--- config.mk ---
export PLATFORM = sky130hd
export DESIGN_NAME = ddrci_core
export DESIGN_NICKNAME = d
export VERILOG_FILES = /design/src/shared/ddrci_pkg.sv /design/src/logic/ddrci_core.sv
export VERILOG_INCLUDE_DIRS = /design/src /design/src/shared
export SDC_FILE = /design/constraint.sdc
export NUM_CORES = 1
export LEC_CHECK = 0
export BUFFER_PORTS_ARGS = -buffer_cell sky130_fd_sc_hd__buf_2
export CAP_MARGIN = 15
export CORE_MARGIN = 2
export CORE_UTILIZATION = 35
export CTS_CLUSTER_DIAMETER = 50
export DETAILED_ROUTE_END_ITERATION = 10
export PLACE_DENSITY_LB_ADDON = 0.1
export RECOVER_POWER = 100
export SLEW_MARGIN = 20
export SYNTH_ARGS = -nofsm -noshare
export SYNTH_HDL_FRONTEND = slang
export SYNTH_SLANG_ARGS = --single-unit
--- constraint.sdc ---
create_clock -name clock -period 3.4 [get_ports clock]
set_input_delay 0 -clock clock [delete_from_list [all_inputs] [get_ports clock]]
set_output_delay 0 -clock clock [all_outputs]
set_load 0.01 [all_outputs]
--- src/shared/ddrci_defines.svh ---
`ifndef DDRCI_DEFINES_SVH
`define DDRCI_DEFINES_SVH

// ----------------------------------------------------------------
// widths
// ----------------------------------------------------------------
`define DDRCI_ADDR_W 12
`define DDRCI_DQ_W 8
`define DDRCI_BANKS 4
`define DDRCI_MEM_DEPTH 64

// ----------------------------------------------------------------
// register map (byte offsets)
// ----------------------------------------------------------------
`define DDRCI_REG_CTRL 8'h00
`define DDRCI_REG_STATUS 8'h04
`define DDRCI_REG_MODE 8'h08
`define DDRCI_REG_EXT_MODE 8'h0c
`define DDRCI_REG_REFRESH 8'h10
`define DDRCI_CTRL_RESET 8'h00
`define DDRCI_CTRL_DLL_BYPASS 0

// ----------------------------------------------------------------
// mode opcode fields and codes
// ----------------------------------------------------------------
`define DDRCI_MODE_BL_MSB 2
`define DDRCI_MODE_BL_LSB 0
`define DDRCI_MODE_BT 3
`define DDRCI_MODE_CL_MSB 6
`define DDRCI_MODE_CL_LSB 4
`define DDRCI_MODE_DLL_RST 8
`define DDRCI_PRECHARGE_ALL_BIT 10
`define DDRCI_BL_CODE_2 3'h1
`define DDRCI_BL_CODE_4 3'h2
`define DDRCI_BL_CODE_8 3'h3
`define DDRCI_CL_CODE_25 3'h6

// ----------------------------------------------------------------
// timing counts, in link clock half periods or link cycles
// ----------------------------------------------------------------
`define DDRCI_LAT_EDGES_CL2 4'h4
`define DDRCI_LAT_EDGES_CL25 4'h5
`define DDRCI_DLL_LOCK_CYCLES 8'hc8

`endif

--- src/shared/ddrci_pkg.sv ---
package ddrci_pkg;
`include "ddrci_defines.svh"

  typedef enum logic [1:0] {
    PW_ACTIVE = 2'h0,
    PW_PRE_PD = 2'h1,
    PW_ACT_PD = 2'h3,
    PW_SELF_REF = 2'h2
  } ddrci_power_t;

  typedef enum logic [2:0] {
    CMD_NOP = 3'h0,
    CMD_ACT = 3'h1,
    CMD_READ = 3'h2,
    CMD_WRITE = 3'h3,
    CMD_PRE = 3'h4,
    CMD_REF = 3'h5,
    CMD_MODE = 3'h6,
    CMD_BST = 3'h7
  } ddrci_cmd_t;

  typedef struct packed {
    logic cke;
    logic cs_n;
    logic ras_n;
    logic cas_n;
    logic we_n;
    logic [1:0] bank_select;
    logic [`DDRCI_ADDR_W-1:0] addr;
  } ddrci_cmd_pins_t;

  typedef struct packed {
    logic strobe;
    logic [`DDRCI_DQ_W-1:0] dq;
    logic write_byte_mask;
  } ddrci_data_in_t;

  typedef struct packed {
    logic [`DDRCI_DQ_W-1:0] dq;
    logic strobe;
    logic dq_oe_n;
    logic strobe_oe_n;
  } ddrci_data_out_t;
endpackage

--- src/logic/ddrci_core.sv ---
// Contract
// - data moves on both clock edges
// - command inputs sampled on true clock rise
// - chip select high masks every command
// - command decoded from strobes plus select
// - masked write beats never reach array
// - mask sampled on both strobe edges
// - mask has no effect on reads
// - strobe edge aligned out, centred in
// - read outputs aligned to clock edges
// - bank select picks the target bank
// - four banks may be open together
// - address carries row or column plus flag
// - precharge all bit closes every bank
// - mode load picks base or extended register
// - clock enable gates buffers and drivers
// - clock enable low enters three power states
// - drivers turn off without waiting
// - power-down ignores command inputs
// - read latency two or two and half
// - burst length and ordering programmable
// - base opcode field placement
`include "ddrci_defines.svh"

module ddrci_core
  (
  input wire logic clock, // system clock
  input wire logic rst, // synchronous reset
  input wire logic wb_cyc, // wishbone cycle
  input wire logic wb_stb, // wishbone strobe
  input wire logic wb_we, // wishbone write
  input wire logic [7:0] wb_adr, // wishbone byte address
  input wire logic [3:0] wb_sel, // wishbone byte select
  input wire logic [31:0] wb_dat_w, // wishbone write data
  output logic [31:0] wb_dat_r, // wishbone read data
  output logic wb_ack, // wishbone acknowledge
  input wire logic diff_clock_pair_p, // link clock, true
  input wire logic diff_clock_pair_n, // link clock, complement
  input wire ddrci_pkg::ddrci_cmd_pins_t cmd_pins, // command pins
  input wire ddrci_pkg::ddrci_data_in_t data_in, // data pins, received level
  output ddrci_pkg::ddrci_data_out_t data_out // data pins, drive side
  );

  // ----------------------------------------------------------------
  // functions
  // ----------------------------------------------------------------
  function automatic ddrci_pkg::ddrci_cmd_t decode_cmd(input ddrci_pkg::ddrci_cmd_pins_t p);
    case ({p.ras_n, p.cas_n, p.we_n})
      3'h3: decode_cmd = ddrci_pkg::CMD_ACT;
      3'h5: decode_cmd = ddrci_pkg::CMD_READ;
      3'h4: decode_cmd = ddrci_pkg::CMD_WRITE;
      3'h2: decode_cmd = ddrci_pkg::CMD_PRE;
      3'h1: decode_cmd = ddrci_pkg::CMD_REF;
      3'h0: decode_cmd = ddrci_pkg::CMD_MODE;
      3'h6: decode_cmd = ddrci_pkg::CMD_BST;
      default: decode_cmd = ddrci_pkg::CMD_NOP;
    endcase
  endfunction

  // reserved length codes fall back to the shortest burst
  function automatic logic [3:0] burst_beats(input logic [`DDRCI_ADDR_W-1:0] m);
    case (m[`DDRCI_MODE_BL_MSB:`DDRCI_MODE_BL_LSB])
      `DDRCI_BL_CODE_4: burst_beats = 4'h4;
      `DDRCI_BL_CODE_8: burst_beats = 4'h8;
      default: burst_beats = 4'h2;
    endcase
  endfunction

  function automatic logic [2:0] burst_col(input logic [2:0] start, input logic [2:0] idx,
                                           input logic [3:0] beats, input logic interleave);
    logic [2:0] wrap;
    logic [2:0] seq;
    wrap = 3'(beats - 4'h1);
    seq = start + idx;
    if (interleave)
      burst_col = (start & ~wrap) | ((start ^ idx) & wrap);
    else
      burst_col = (start & ~wrap) | (seq & wrap);
  endfunction

  // ----------------------------------------------------------------
  // input synchronisers and link edge detection
  // ----------------------------------------------------------------
  ddrci_pkg::ddrci_cmd_pins_t cmd_m_q, cmd_s_q;
  ddrci_pkg::ddrci_data_in_t dat_m_q, dat_s_q;
  logic [1:0] ck_m_q, ck_s_q;
  logic link_hi_q, strobe_prev_q;
  logic link_hi, link_rise, link_edge, strobe_edge;

  always_ff @(posedge clock)
  begin
    if (rst)
    begin
      cmd_m_q <= '0;
      cmd_s_q <= '0;
      dat_m_q <= '0;
      dat_s_q <= '0;
      ck_m_q <= 2'h0;
      ck_s_q <= 2'h0;
      link_hi_q <= 1'b0;
      strobe_prev_q <= 1'b0;
    end
    else
    begin
      cmd_m_q <= cmd_pins;
      cmd_s_q <= cmd_m_q;
      dat_m_q <= data_in;
      dat_s_q <= dat_m_q;
      ck_m_q <= {diff_clock_pair_n, diff_clock_pair_p};
      ck_s_q <= ck_m_q;
      link_hi_q <= link_hi;
      strobe_prev_q <= dat_s_q.strobe;
    end
  end

  // true clock rising coincides with complement falling
  assign link_hi = ck_s_q[0] & ~ck_s_q[1];
  assign link_rise = link_hi & ~link_hi_q;
  assign link_edge = link_hi ^ link_hi_q;
  assign strobe_edge = dat_s_q.strobe ^ strobe_prev_q;

  // ----------------------------------------------------------------
  // command acceptance
  // ----------------------------------------------------------------
  ddrci_pkg::ddrci_power_t power_q;
  ddrci_pkg::ddrci_cmd_t cmd;
  logic cmd_take;
  logic [1:0] ba;
  logic [`DDRCI_ADDR_W-1:0] addr;

  assign cmd = decode_cmd(cmd_s_q);
  assign ba = cmd_s_q.bank_select;
  assign addr = cmd_s_q.addr;
  // input buffers are off outside the active state
  assign cmd_take = link_rise & ~cmd_s_q.cs_n & cmd_s_q.cke
                    & (power_q == ddrci_pkg::PW_ACTIVE);

  // ----------------------------------------------------------------
  // power state
  // ----------------------------------------------------------------
  logic [`DDRCI_BANKS-1:0] bank_open_q;

  always_ff @(posedge clock)
  begin
    if (rst)
      power_q <= ddrci_pkg::PW_ACTIVE;
    else if (link_rise)
    begin
      case (power_q)
        ddrci_pkg::PW_ACTIVE:
        begin
          if (!cmd_s_q.cke)
          begin
            if (|bank_open_q)
              power_q <= ddrci_pkg::PW_ACT_PD;
            else if (!cmd_s_q.cs_n && cmd == ddrci_pkg::CMD_REF)
              power_q <= ddrci_pkg::PW_SELF_REF;
            else
              power_q <= ddrci_pkg::PW_PRE_PD;
          end
        end
        default:
        begin
          if (cmd_s_q.cke)
            power_q <= ddrci_pkg::PW_ACTIVE;
        end
      endcase
    end
  end

  // ----------------------------------------------------------------
  // mode registers and dll lock
  // ----------------------------------------------------------------
  logic [`DDRCI_ADDR_W-1:0] mode_q, ext_mode_q;
  logic [7:0] dll_cnt_q;
  logic dll_locked;

  always_ff @(posedge clock)
  begin
    if (rst)
    begin
      mode_q <= '0;
      ext_mode_q <= '0;
    end
    else if (cmd_take && cmd == ddrci_pkg::CMD_MODE)
    begin
      if (ba[0])
        ext_mode_q <= addr;
      else
        mode_q <= addr;
    end
  end

  always_ff @(posedge clock)
  begin
    if (rst)
      dll_cnt_q <= 8'h00;
    else if (cmd_take && cmd == ddrci_pkg::CMD_MODE && !ba[0] && addr[`DDRCI_MODE_DLL_RST])
      dll_cnt_q <= `DDRCI_DLL_LOCK_CYCLES;
    else if (link_rise && dll_cnt_q != 8'h00)
      dll_cnt_q <= dll_cnt_q - 8'h01;
  end

  assign dll_locked = (dll_cnt_q == 8'h00);

  // ----------------------------------------------------------------
  // read engine, counted in link half periods
  // ----------------------------------------------------------------
  logic [`DDRCI_DQ_W-1:0] mem_q [`DDRCI_MEM_DEPTH];
  logic rd_busy_q, rd_ap_q, rd_strobe_q, rd_oe_n_q;
  logic [3:0] rd_cnt_q, rd_lat_q, rd_bl_q, rd_next, rd_stop;
  logic [1:0] rd_bank_q;
  logic [3:0] rd_col_q;
  logic [2:0] rd_idx;
  logic [`DDRCI_DQ_W-1:0] rd_dq_q, rd_word;
  logic rd_beat, rd_pre, rd_end, rd_int;

  assign rd_next = rd_cnt_q + 4'h1;
  assign rd_stop = rd_lat_q + rd_bl_q;
  assign rd_idx = 3'(rd_next - rd_lat_q);
  assign rd_beat = rd_busy_q & link_edge & (rd_next >= rd_lat_q) & (rd_next < rd_stop);
  assign rd_pre = rd_busy_q & link_edge & (rd_next == rd_lat_q - 4'h1);
  assign rd_end = rd_busy_q & link_edge & (rd_next == rd_stop);
  assign rd_int = mode_q[`DDRCI_MODE_BT];
  assign rd_word = mem_q[{rd_bank_q, rd_col_q[3], burst_col(rd_col_q[2:0], rd_idx, rd_bl_q, rd_int)}];

  always_ff @(posedge clock)
  begin
    if (rst)
    begin
      rd_busy_q <= 1'b0;
      rd_cnt_q <= 4'h0;
      rd_lat_q <= `DDRCI_LAT_EDGES_CL2;
      rd_bl_q <= 4'h2;
      rd_bank_q <= 2'h0;
      rd_col_q <= 4'h0;
      rd_ap_q <= 1'b0;
    end
    else if (cmd_take && cmd == ddrci_pkg::CMD_READ)
    begin
      rd_busy_q <= 1'b1; // a new read cuts the old burst short
      rd_cnt_q <= 4'h0;
      rd_lat_q <= (mode_q[`DDRCI_MODE_CL_MSB:`DDRCI_MODE_CL_LSB] == `DDRCI_CL_CODE_25) ?
                  `DDRCI_LAT_EDGES_CL25 : `DDRCI_LAT_EDGES_CL2;
      rd_bl_q <= burst_beats(mode_q);
      rd_bank_q <= ba;
      rd_col_q <= addr[3:0];
      rd_ap_q <= addr[`DDRCI_PRECHARGE_ALL_BIT];
    end
    else if (cmd_take && (cmd == ddrci_pkg::CMD_WRITE || cmd == ddrci_pkg::CMD_BST))
      rd_busy_q <= 1'b0;
    else if (rd_end)
      rd_busy_q <= 1'b0;
    else if (rd_busy_q && link_edge)
      rd_cnt_q <= rd_next;
  end

  // outputs move on the detected clock edges, standing in for the lock loop
  always_ff @(posedge clock)
  begin
    if (rst)
    begin
      rd_dq_q <= '0;
      rd_strobe_q <= 1'b0;
      rd_oe_n_q <= 1'b1;
    end
    else if (rd_beat)
    begin
      rd_dq_q <= rd_word;
      rd_strobe_q <= ~rd_idx[0];
      rd_oe_n_q <= 1'b0;
    end
    else if (rd_pre)
    begin
      rd_strobe_q <= 1'b0;
      rd_oe_n_q <= 1'b0;
    end
    else if (rd_end || !rd_busy_q)
    begin
      rd_strobe_q <= 1'b0;
      rd_oe_n_q <= 1'b1;
    end
  end

  // ----------------------------------------------------------------
  // write engine, paced by the controller's strobe
  // ----------------------------------------------------------------
  logic [7:0] ctrl_q;
  logic wr_busy_q, wr_ap_q, wr_beat, wr_end;
  logic [3:0] wr_left_q, wr_bl_q;
  logic [2:0] wr_idx_q;
  logic [1:0] wr_bank_q;
  logic [3:0] wr_col_q;
  logic [5:0] wr_index;

  assign wr_beat = wr_busy_q & strobe_edge & cmd_s_q.cke;
  assign wr_end = wr_beat & (wr_left_q == 4'h1);
  assign wr_index = {wr_bank_q, wr_col_q[3],
                     burst_col(wr_col_q[2:0], wr_idx_q, wr_bl_q, mode_q[`DDRCI_MODE_BT])};

  always_ff @(posedge clock)
  begin
    if (rst)
    begin
      wr_busy_q <= 1'b0;
      wr_left_q <= 4'h0;
      wr_bl_q <= 4'h2;
      wr_idx_q <= 3'h0;
      wr_bank_q <= 2'h0;
      wr_col_q <= 4'h0;
      wr_ap_q <= 1'b0;
    end
    else if (cmd_take && cmd == ddrci_pkg::CMD_WRITE)
    begin
      wr_busy_q <= 1'b1;
      wr_left_q <= burst_beats(mode_q);
      wr_bl_q <= burst_beats(mode_q);
      wr_idx_q <= 3'h0;
      wr_bank_q <= ba;
      wr_col_q <= addr[3:0];
      wr_ap_q <= addr[`DDRCI_PRECHARGE_ALL_BIT];
    end
    else if (cmd_take && cmd == ddrci_pkg::CMD_READ)
      wr_busy_q <= 1'b0;
    else if (wr_beat)
    begin
      wr_idx_q <= wr_idx_q + 3'h1;
      wr_left_q <= wr_left_q - 4'h1;
      if (wr_end)
        wr_busy_q <= 1'b0;
    end
  end

  // array has no reset; contents are undefined until written
  always_ff @(posedge clock)
  begin
    if (wr_beat && !dat_s_q.write_byte_mask)
      mem_q[wr_index] <= dat_s_q.dq;
  end

  // ----------------------------------------------------------------
  // bank state
  // ----------------------------------------------------------------
  always_ff @(posedge clock)
  begin
    if (rst)
      bank_open_q <= '0;
    else if (cmd_take && cmd == ddrci_pkg::CMD_ACT)
      bank_open_q[ba] <= 1'b1;
    else if (cmd_take && cmd == ddrci_pkg::CMD_PRE)
    begin
      if (addr[`DDRCI_PRECHARGE_ALL_BIT])
        bank_open_q <= '0;
      else
        bank_open_q[ba] <= 1'b0;
    end
    else if (rd_end && rd_ap_q)
      bank_open_q[rd_bank_q] <= 1'b0;
    else if (wr_end && wr_ap_q)
      bank_open_q[wr_bank_q] <= 1'b0;
  end

  // ----------------------------------------------------------------
  // pin drive; drivers drop as soon as clock enable is seen low
  // ----------------------------------------------------------------
  logic drv_off;

  // reads before the loop locks leave the bus undriven unless the ctrl bypass bit is set
  assign drv_off = rd_oe_n_q | ~cmd_s_q.cke
                   | ~(dll_locked | ctrl_q[`DDRCI_CTRL_DLL_BYPASS]);
  assign data_out = '{dq: rd_dq_q, strobe: rd_strobe_q, dq_oe_n: drv_off, strobe_oe_n: drv_off};

  // ----------------------------------------------------------------
  // wishbone register slave
  // ----------------------------------------------------------------
  logic [15:0] ref_cnt_q;
  logic [31:0] wb_dat_r_q;
  logic wb_ack_q, wb_hit, wb_wr;
  logic [31:0] status;

  assign wb_hit = wb_cyc & wb_stb & ~wb_ack_q;
  assign wb_wr = wb_hit & wb_we;
  assign status = {23'h0, dll_locked, power_q, wr_busy_q, rd_busy_q, bank_open_q};

  always_ff @(posedge clock)
  begin
    if (rst)
      ctrl_q <= `DDRCI_CTRL_RESET;
    else if (wb_wr && wb_sel[0] && wb_adr == `DDRCI_REG_CTRL)
      ctrl_q <= wb_dat_w[7:0];
  end

  // refresh seen by the device; a refresh landing on a clear is kept
  always_ff @(posedge clock)
  begin
    if (rst)
      ref_cnt_q <= 16'h0000;
    else if (cmd_take && cmd == ddrci_pkg::CMD_REF)
      ref_cnt_q <= (wb_wr && wb_adr == `DDRCI_REG_REFRESH) ? 16'h0001 : ref_cnt_q + 16'h0001;
    else if (wb_wr && wb_adr == `DDRCI_REG_REFRESH)
      ref_cnt_q <= 16'h0000;
  end

  always_ff @(posedge clock)
  begin
    if (rst)
    begin
      wb_ack_q <= 1'b0;
      wb_dat_r_q <= 32'h0;
    end
    else
    begin
      wb_ack_q <= wb_hit;
      case (wb_adr)
        `DDRCI_REG_CTRL: wb_dat_r_q <= {24'h0, ctrl_q};
        `DDRCI_REG_STATUS: wb_dat_r_q <= status;
        `DDRCI_REG_MODE: wb_dat_r_q <= {20'h0, mode_q};
        `DDRCI_REG_EXT_MODE: wb_dat_r_q <= {20'h0, ext_mode_q};
        `DDRCI_REG_REFRESH: wb_dat_r_q <= {16'h0, ref_cnt_q};
        default: wb_dat_r_q <= 32'h0;
      endcase
    end
  end

  assign wb_ack = wb_ack_q;
  assign wb_dat_r = wb_dat_r_q;
endmodule // ddrci_core

==> summary.md <==
| Metric | Value |
|---|---|
| Drt total wl | 82,500 um |
| Min-delay worst type | input port to register |
| Top_reg_cell synth | edfxtp_1 |
| Compound-Gate Fraction of Synth Area | 6.24% |
| Core area | 0.0803 sq mm |
| Mapped cell area | 0.0283 sq mm |
| CP Capture Type | register |
| DP Wirelength | 54,300 um |
| Chip Width | 288 um |
| XOR/XNOR Fraction of Synth Area | 1.40% |
| Number of global-route vias before repair | 18,312 |
| Via count | 18,049 |
| Most frequent cells in the layout | edfxtp_1 (512), buf_4 (202), nor2_1 (194) |
| Ant. Diodes | 0 |
| Port bufs | 80 |
| Kind of critical path | register to register |
| Clk_skew | 0.0280 ns |
| TritonCTS clock tree | built |
| Residual DRC count | 0 |
| FF+latch count, synth | 698 |
| Synth area leader | edfxtp_1 |
| Clock tree root buffer cell | clkbuf_16 |
| R2R Setup Slk | -0.06 ns |
| DR vias/cell | 5.20 |
| Post-DP Area | 0.0315 sq mm |
| CP cell instances | ha_4 -> inv_2 -> ha_4 -> fa_1 -> nor2b_4 -> o31ai_4 -> buf_12 -> buf_12 -> mux4_2 -> nand2_1 -> a21oi_1 -> nor4_4 -> a211oi_1 |
| Mux share of post-synthesis cell area | 11.5% |
| Yosys top cell area share | 54.4% |
| Pin slew with the least headroom to its limit | 1.22 ns |
| RSZ-0062 raised after global routing | true |
| Min Tclk post-route | 3.46 ns |
| Initial Util | 35.2% |
| Async SR Flop Fraction | 0% |
| Max Freq | 289 MHz |
| Failing checks | setup timing |
| Synthesis-to-layout area growth | 24.7% |
| I/O pin cnt | 124 |
| Clock buffer depth | 3 |
| R2R depth | 13 |
| CP max stage cell | mux4_2 |
| Setup_tns | -0.199 ns |
| Worst slew margin | 18.6% |
| Synth area leaders | edfxtp_1 (54%), dfxtp_1 (13%), mux4_2 (7.2%) |
| Die ar. | 0.0831 sq mm |
| Clock network latency to the later pin of the worst-skew pair | 0.64 ns |
| Initial detailed-routing violation count | 1,593 |
| Largest net degree at the start of global routing | 111 |
| Number of synthesized flops with an enable pin | 512 |
| Initial antenna violation count | 4 |
| Die height | 288 um |
| PwrDens | 529 mW/mm^2 |
| Setup ws final | -0.0610 ns |
| Design Power | 18.7 mW |
| Tcrit/Tclk final | 102% |
| Post-DRT Antenna Nets | 0 |
| Inserted Clock Buffers | 88 |
| Clk sinks | 698 |
| CP max stage delay | 0.48 ns |
| Htree depth | 3 |
| CP required | 3.90 ns |
| Yosys Warn Count | 0 |
| Clock transition at path regs | 0.06 ns |
| RR Startpoint | rd_cnt_q[0] |
| Max_cap viols | 0 |
| Main combinational cell family by area after synthesis | multiplexers |
| Commonest non-fill, non-tap cell in the layout | edfxtp_1 |
| Yosys cell types | 66 |
| Worst IR Drop VDD | 0.400 mV |
| Worst path top cell family by delay | adder cells |
| CP endpoint | rd_dq_q[7] |
| Routability cong. | 0.848 |
| Outcome | finished with violations |
| CP bufs+invs | 3 |
| Mapped Avg Cell Area | 14.2 sq um |
| Leak | 12.4 nW |
| Layout cells sized above 1 | 25.5% |
| RR Endpoint | rd_dq_q[7] |
| Fin. Hold Viols | 0 |
| Hold path depth | 4 |
| WL/cell | 23.8 um |
| Simple-gate area share of the yosys netlist | 10.2% |
| Total stage count of the critical path | 13 |
| First-pass GRT wire length | 121,000 um |
| Synth Instances | 1,986 |
| First drt pass iteration count | 6 |
| Crit path launch type | register |
| Crit. Startpoint | rd_cnt_q[0] |
| Final core utilization | 43.9% |
| CP arrival | 3.96 ns |
| Final instance area | 0.0353 sq mm |
| Slew Limit Fails | 0 |
| Post-synthesis sequential area ratio | 67.5% |
| Crit Path Max Fanout | 6 |
| Total gr overflow | 0 |
| # rows | 104 |
| Adder-cell share of the synthesized area | 0.894% |
| Hold Startpoint | wb_adr[6] |
| GRT Total Usage | 19.9% |
| NumNets Final | 2,434 |
| Setup violations, final | 6 |
[cell usage after synthesis (30+ instances only)]
| library cell | n |
|---|---|
| dfxtp_1 | 186 |
| clkbuf_1 | 58 |
| mux4_2 | 90 |
| edfxtp_1 | 512 |
| nand2_1 | 169 |
| mux2i_1 | 99 |
| o22ai_1 | 33 |
| nand3_1 | 37 |
| nor2b_1 | 87 |
| nor2_1 | 195 |
| a21oi_1 | 96 |
| nor3_1 | 30 |
[final cells by class]
type                       instances  area [sq um]
timing repair buffer             361          2980
multi-input combinational       1164          8830
clock inverter                    55           563
tap                             1060          1330
inverter                          22          82.6
fill                            7153         45000
sequential                       698         19100
clock buffer                     108          2360
[worst reg2reg max path: stages, from the launching register on]
cell,delay (ns)
dfxtp_2,0.35
ha_4,0.28
inv_2,0.05
ha_4,0.24
fa_1,0.47
nor2b_4,0.17
o31ai_4,0.29
buf_12,0.18
buf_12,0.12
mux4_2,0.48
nand2_1,0.08
a21oi_1,0.09
nor4_4,0.42
a211oi_1,0.12
[report_power, final]
| group | total (mW) | switching, mW | internal (mW) |
|---|---|---|---|
| clock | 9.23 | 3.75 | 5.48 |
| sequential | 9.21 | 0.0686 | 9.14 |
| combinational | 0.236 | 0.134 | 0.102 |
| total | 18.7 | 3.95 | 14.7 |
[worst min-delay path by stage]
stage	to	slack (ns)
2_1_floorplan	ck_m_q[0]	0.13
3_3_place_gp	cmd_m_q[5]	0.21
3_5_place_dp	ck_m_q[0]	0.21
4_1_cts	wb_dat_r[7]	0.007
5_1_grt	wb_dat_r[7]	0.04
6_report	wb_dat_r[7]	0.05
[per-layer routing]
metal | wire, um | vias up | share of wire, % | track usage (%)
met2 | 39300 | 511 | 48 | 32.5
met1 | 35900 | 9184 | 43 | 26.8
met3 | 4690 | 141 | 5.7 | 3.55
met4 | 2680 | 4 | 3.2 | 6.70
met5 | 21 | - | 0.025 | 0
li1 | - | 8209 | - | -
[metrics by stage]
step                cells  hold slack, ns  setup WS, ns
global route         3468          0.0411        -0.162
CTS                  3467         0.00730       -0.0734
finish               3468          0.0461       -0.0610
global placement     3243           0.211        -0.485
detailed placement   3243           0.212        -0.454
floorplan            2001           0.128        0.0168
[sequential cells by signal (all words and copies together) (netlist names), 3 cells and up]
signal / flops
rd_col_q: 4
dll_cnt_q: 8
dat_s_q: 10
mem_q: 512
rd_cnt_q: 4
wr_left_q: 4
rd_bl_q: 3
bank_open_q: 4
mode_q: 12
ref_cnt_q: 16
ext_mode_q: 12
wr_col_q: 4
wr_idx_q: 3
addr: 12
wb_dat_r: 16
cmd_m_q: 19
ctrl_q: 8
dat_m_q: 10
rd_dq_q: 8
cmd_s_q: 5
[logic make-up (layout without fill, tap and decap cells)]
family / after synthesis / count (layout)
flops: 698 / 698
simple gates: 611 / 611
compound gates: 268 / 268
mux: 209 / 209
buf+inv: 139 / 546
xor+xnor: 41 / 41
fa+ha+maj: 19 / 19
other cells: 1 / 16
[repair_timing]
action                     CTS  global route
setup endpoints to repair    8             8
setup buffers                5             1
hold endpoints to repair    71             0
pin swaps                   13            10
resized for setup           30            13
hold buffers                54             0
gates cloned                 2             0
(Power assumes the default switching activity.)
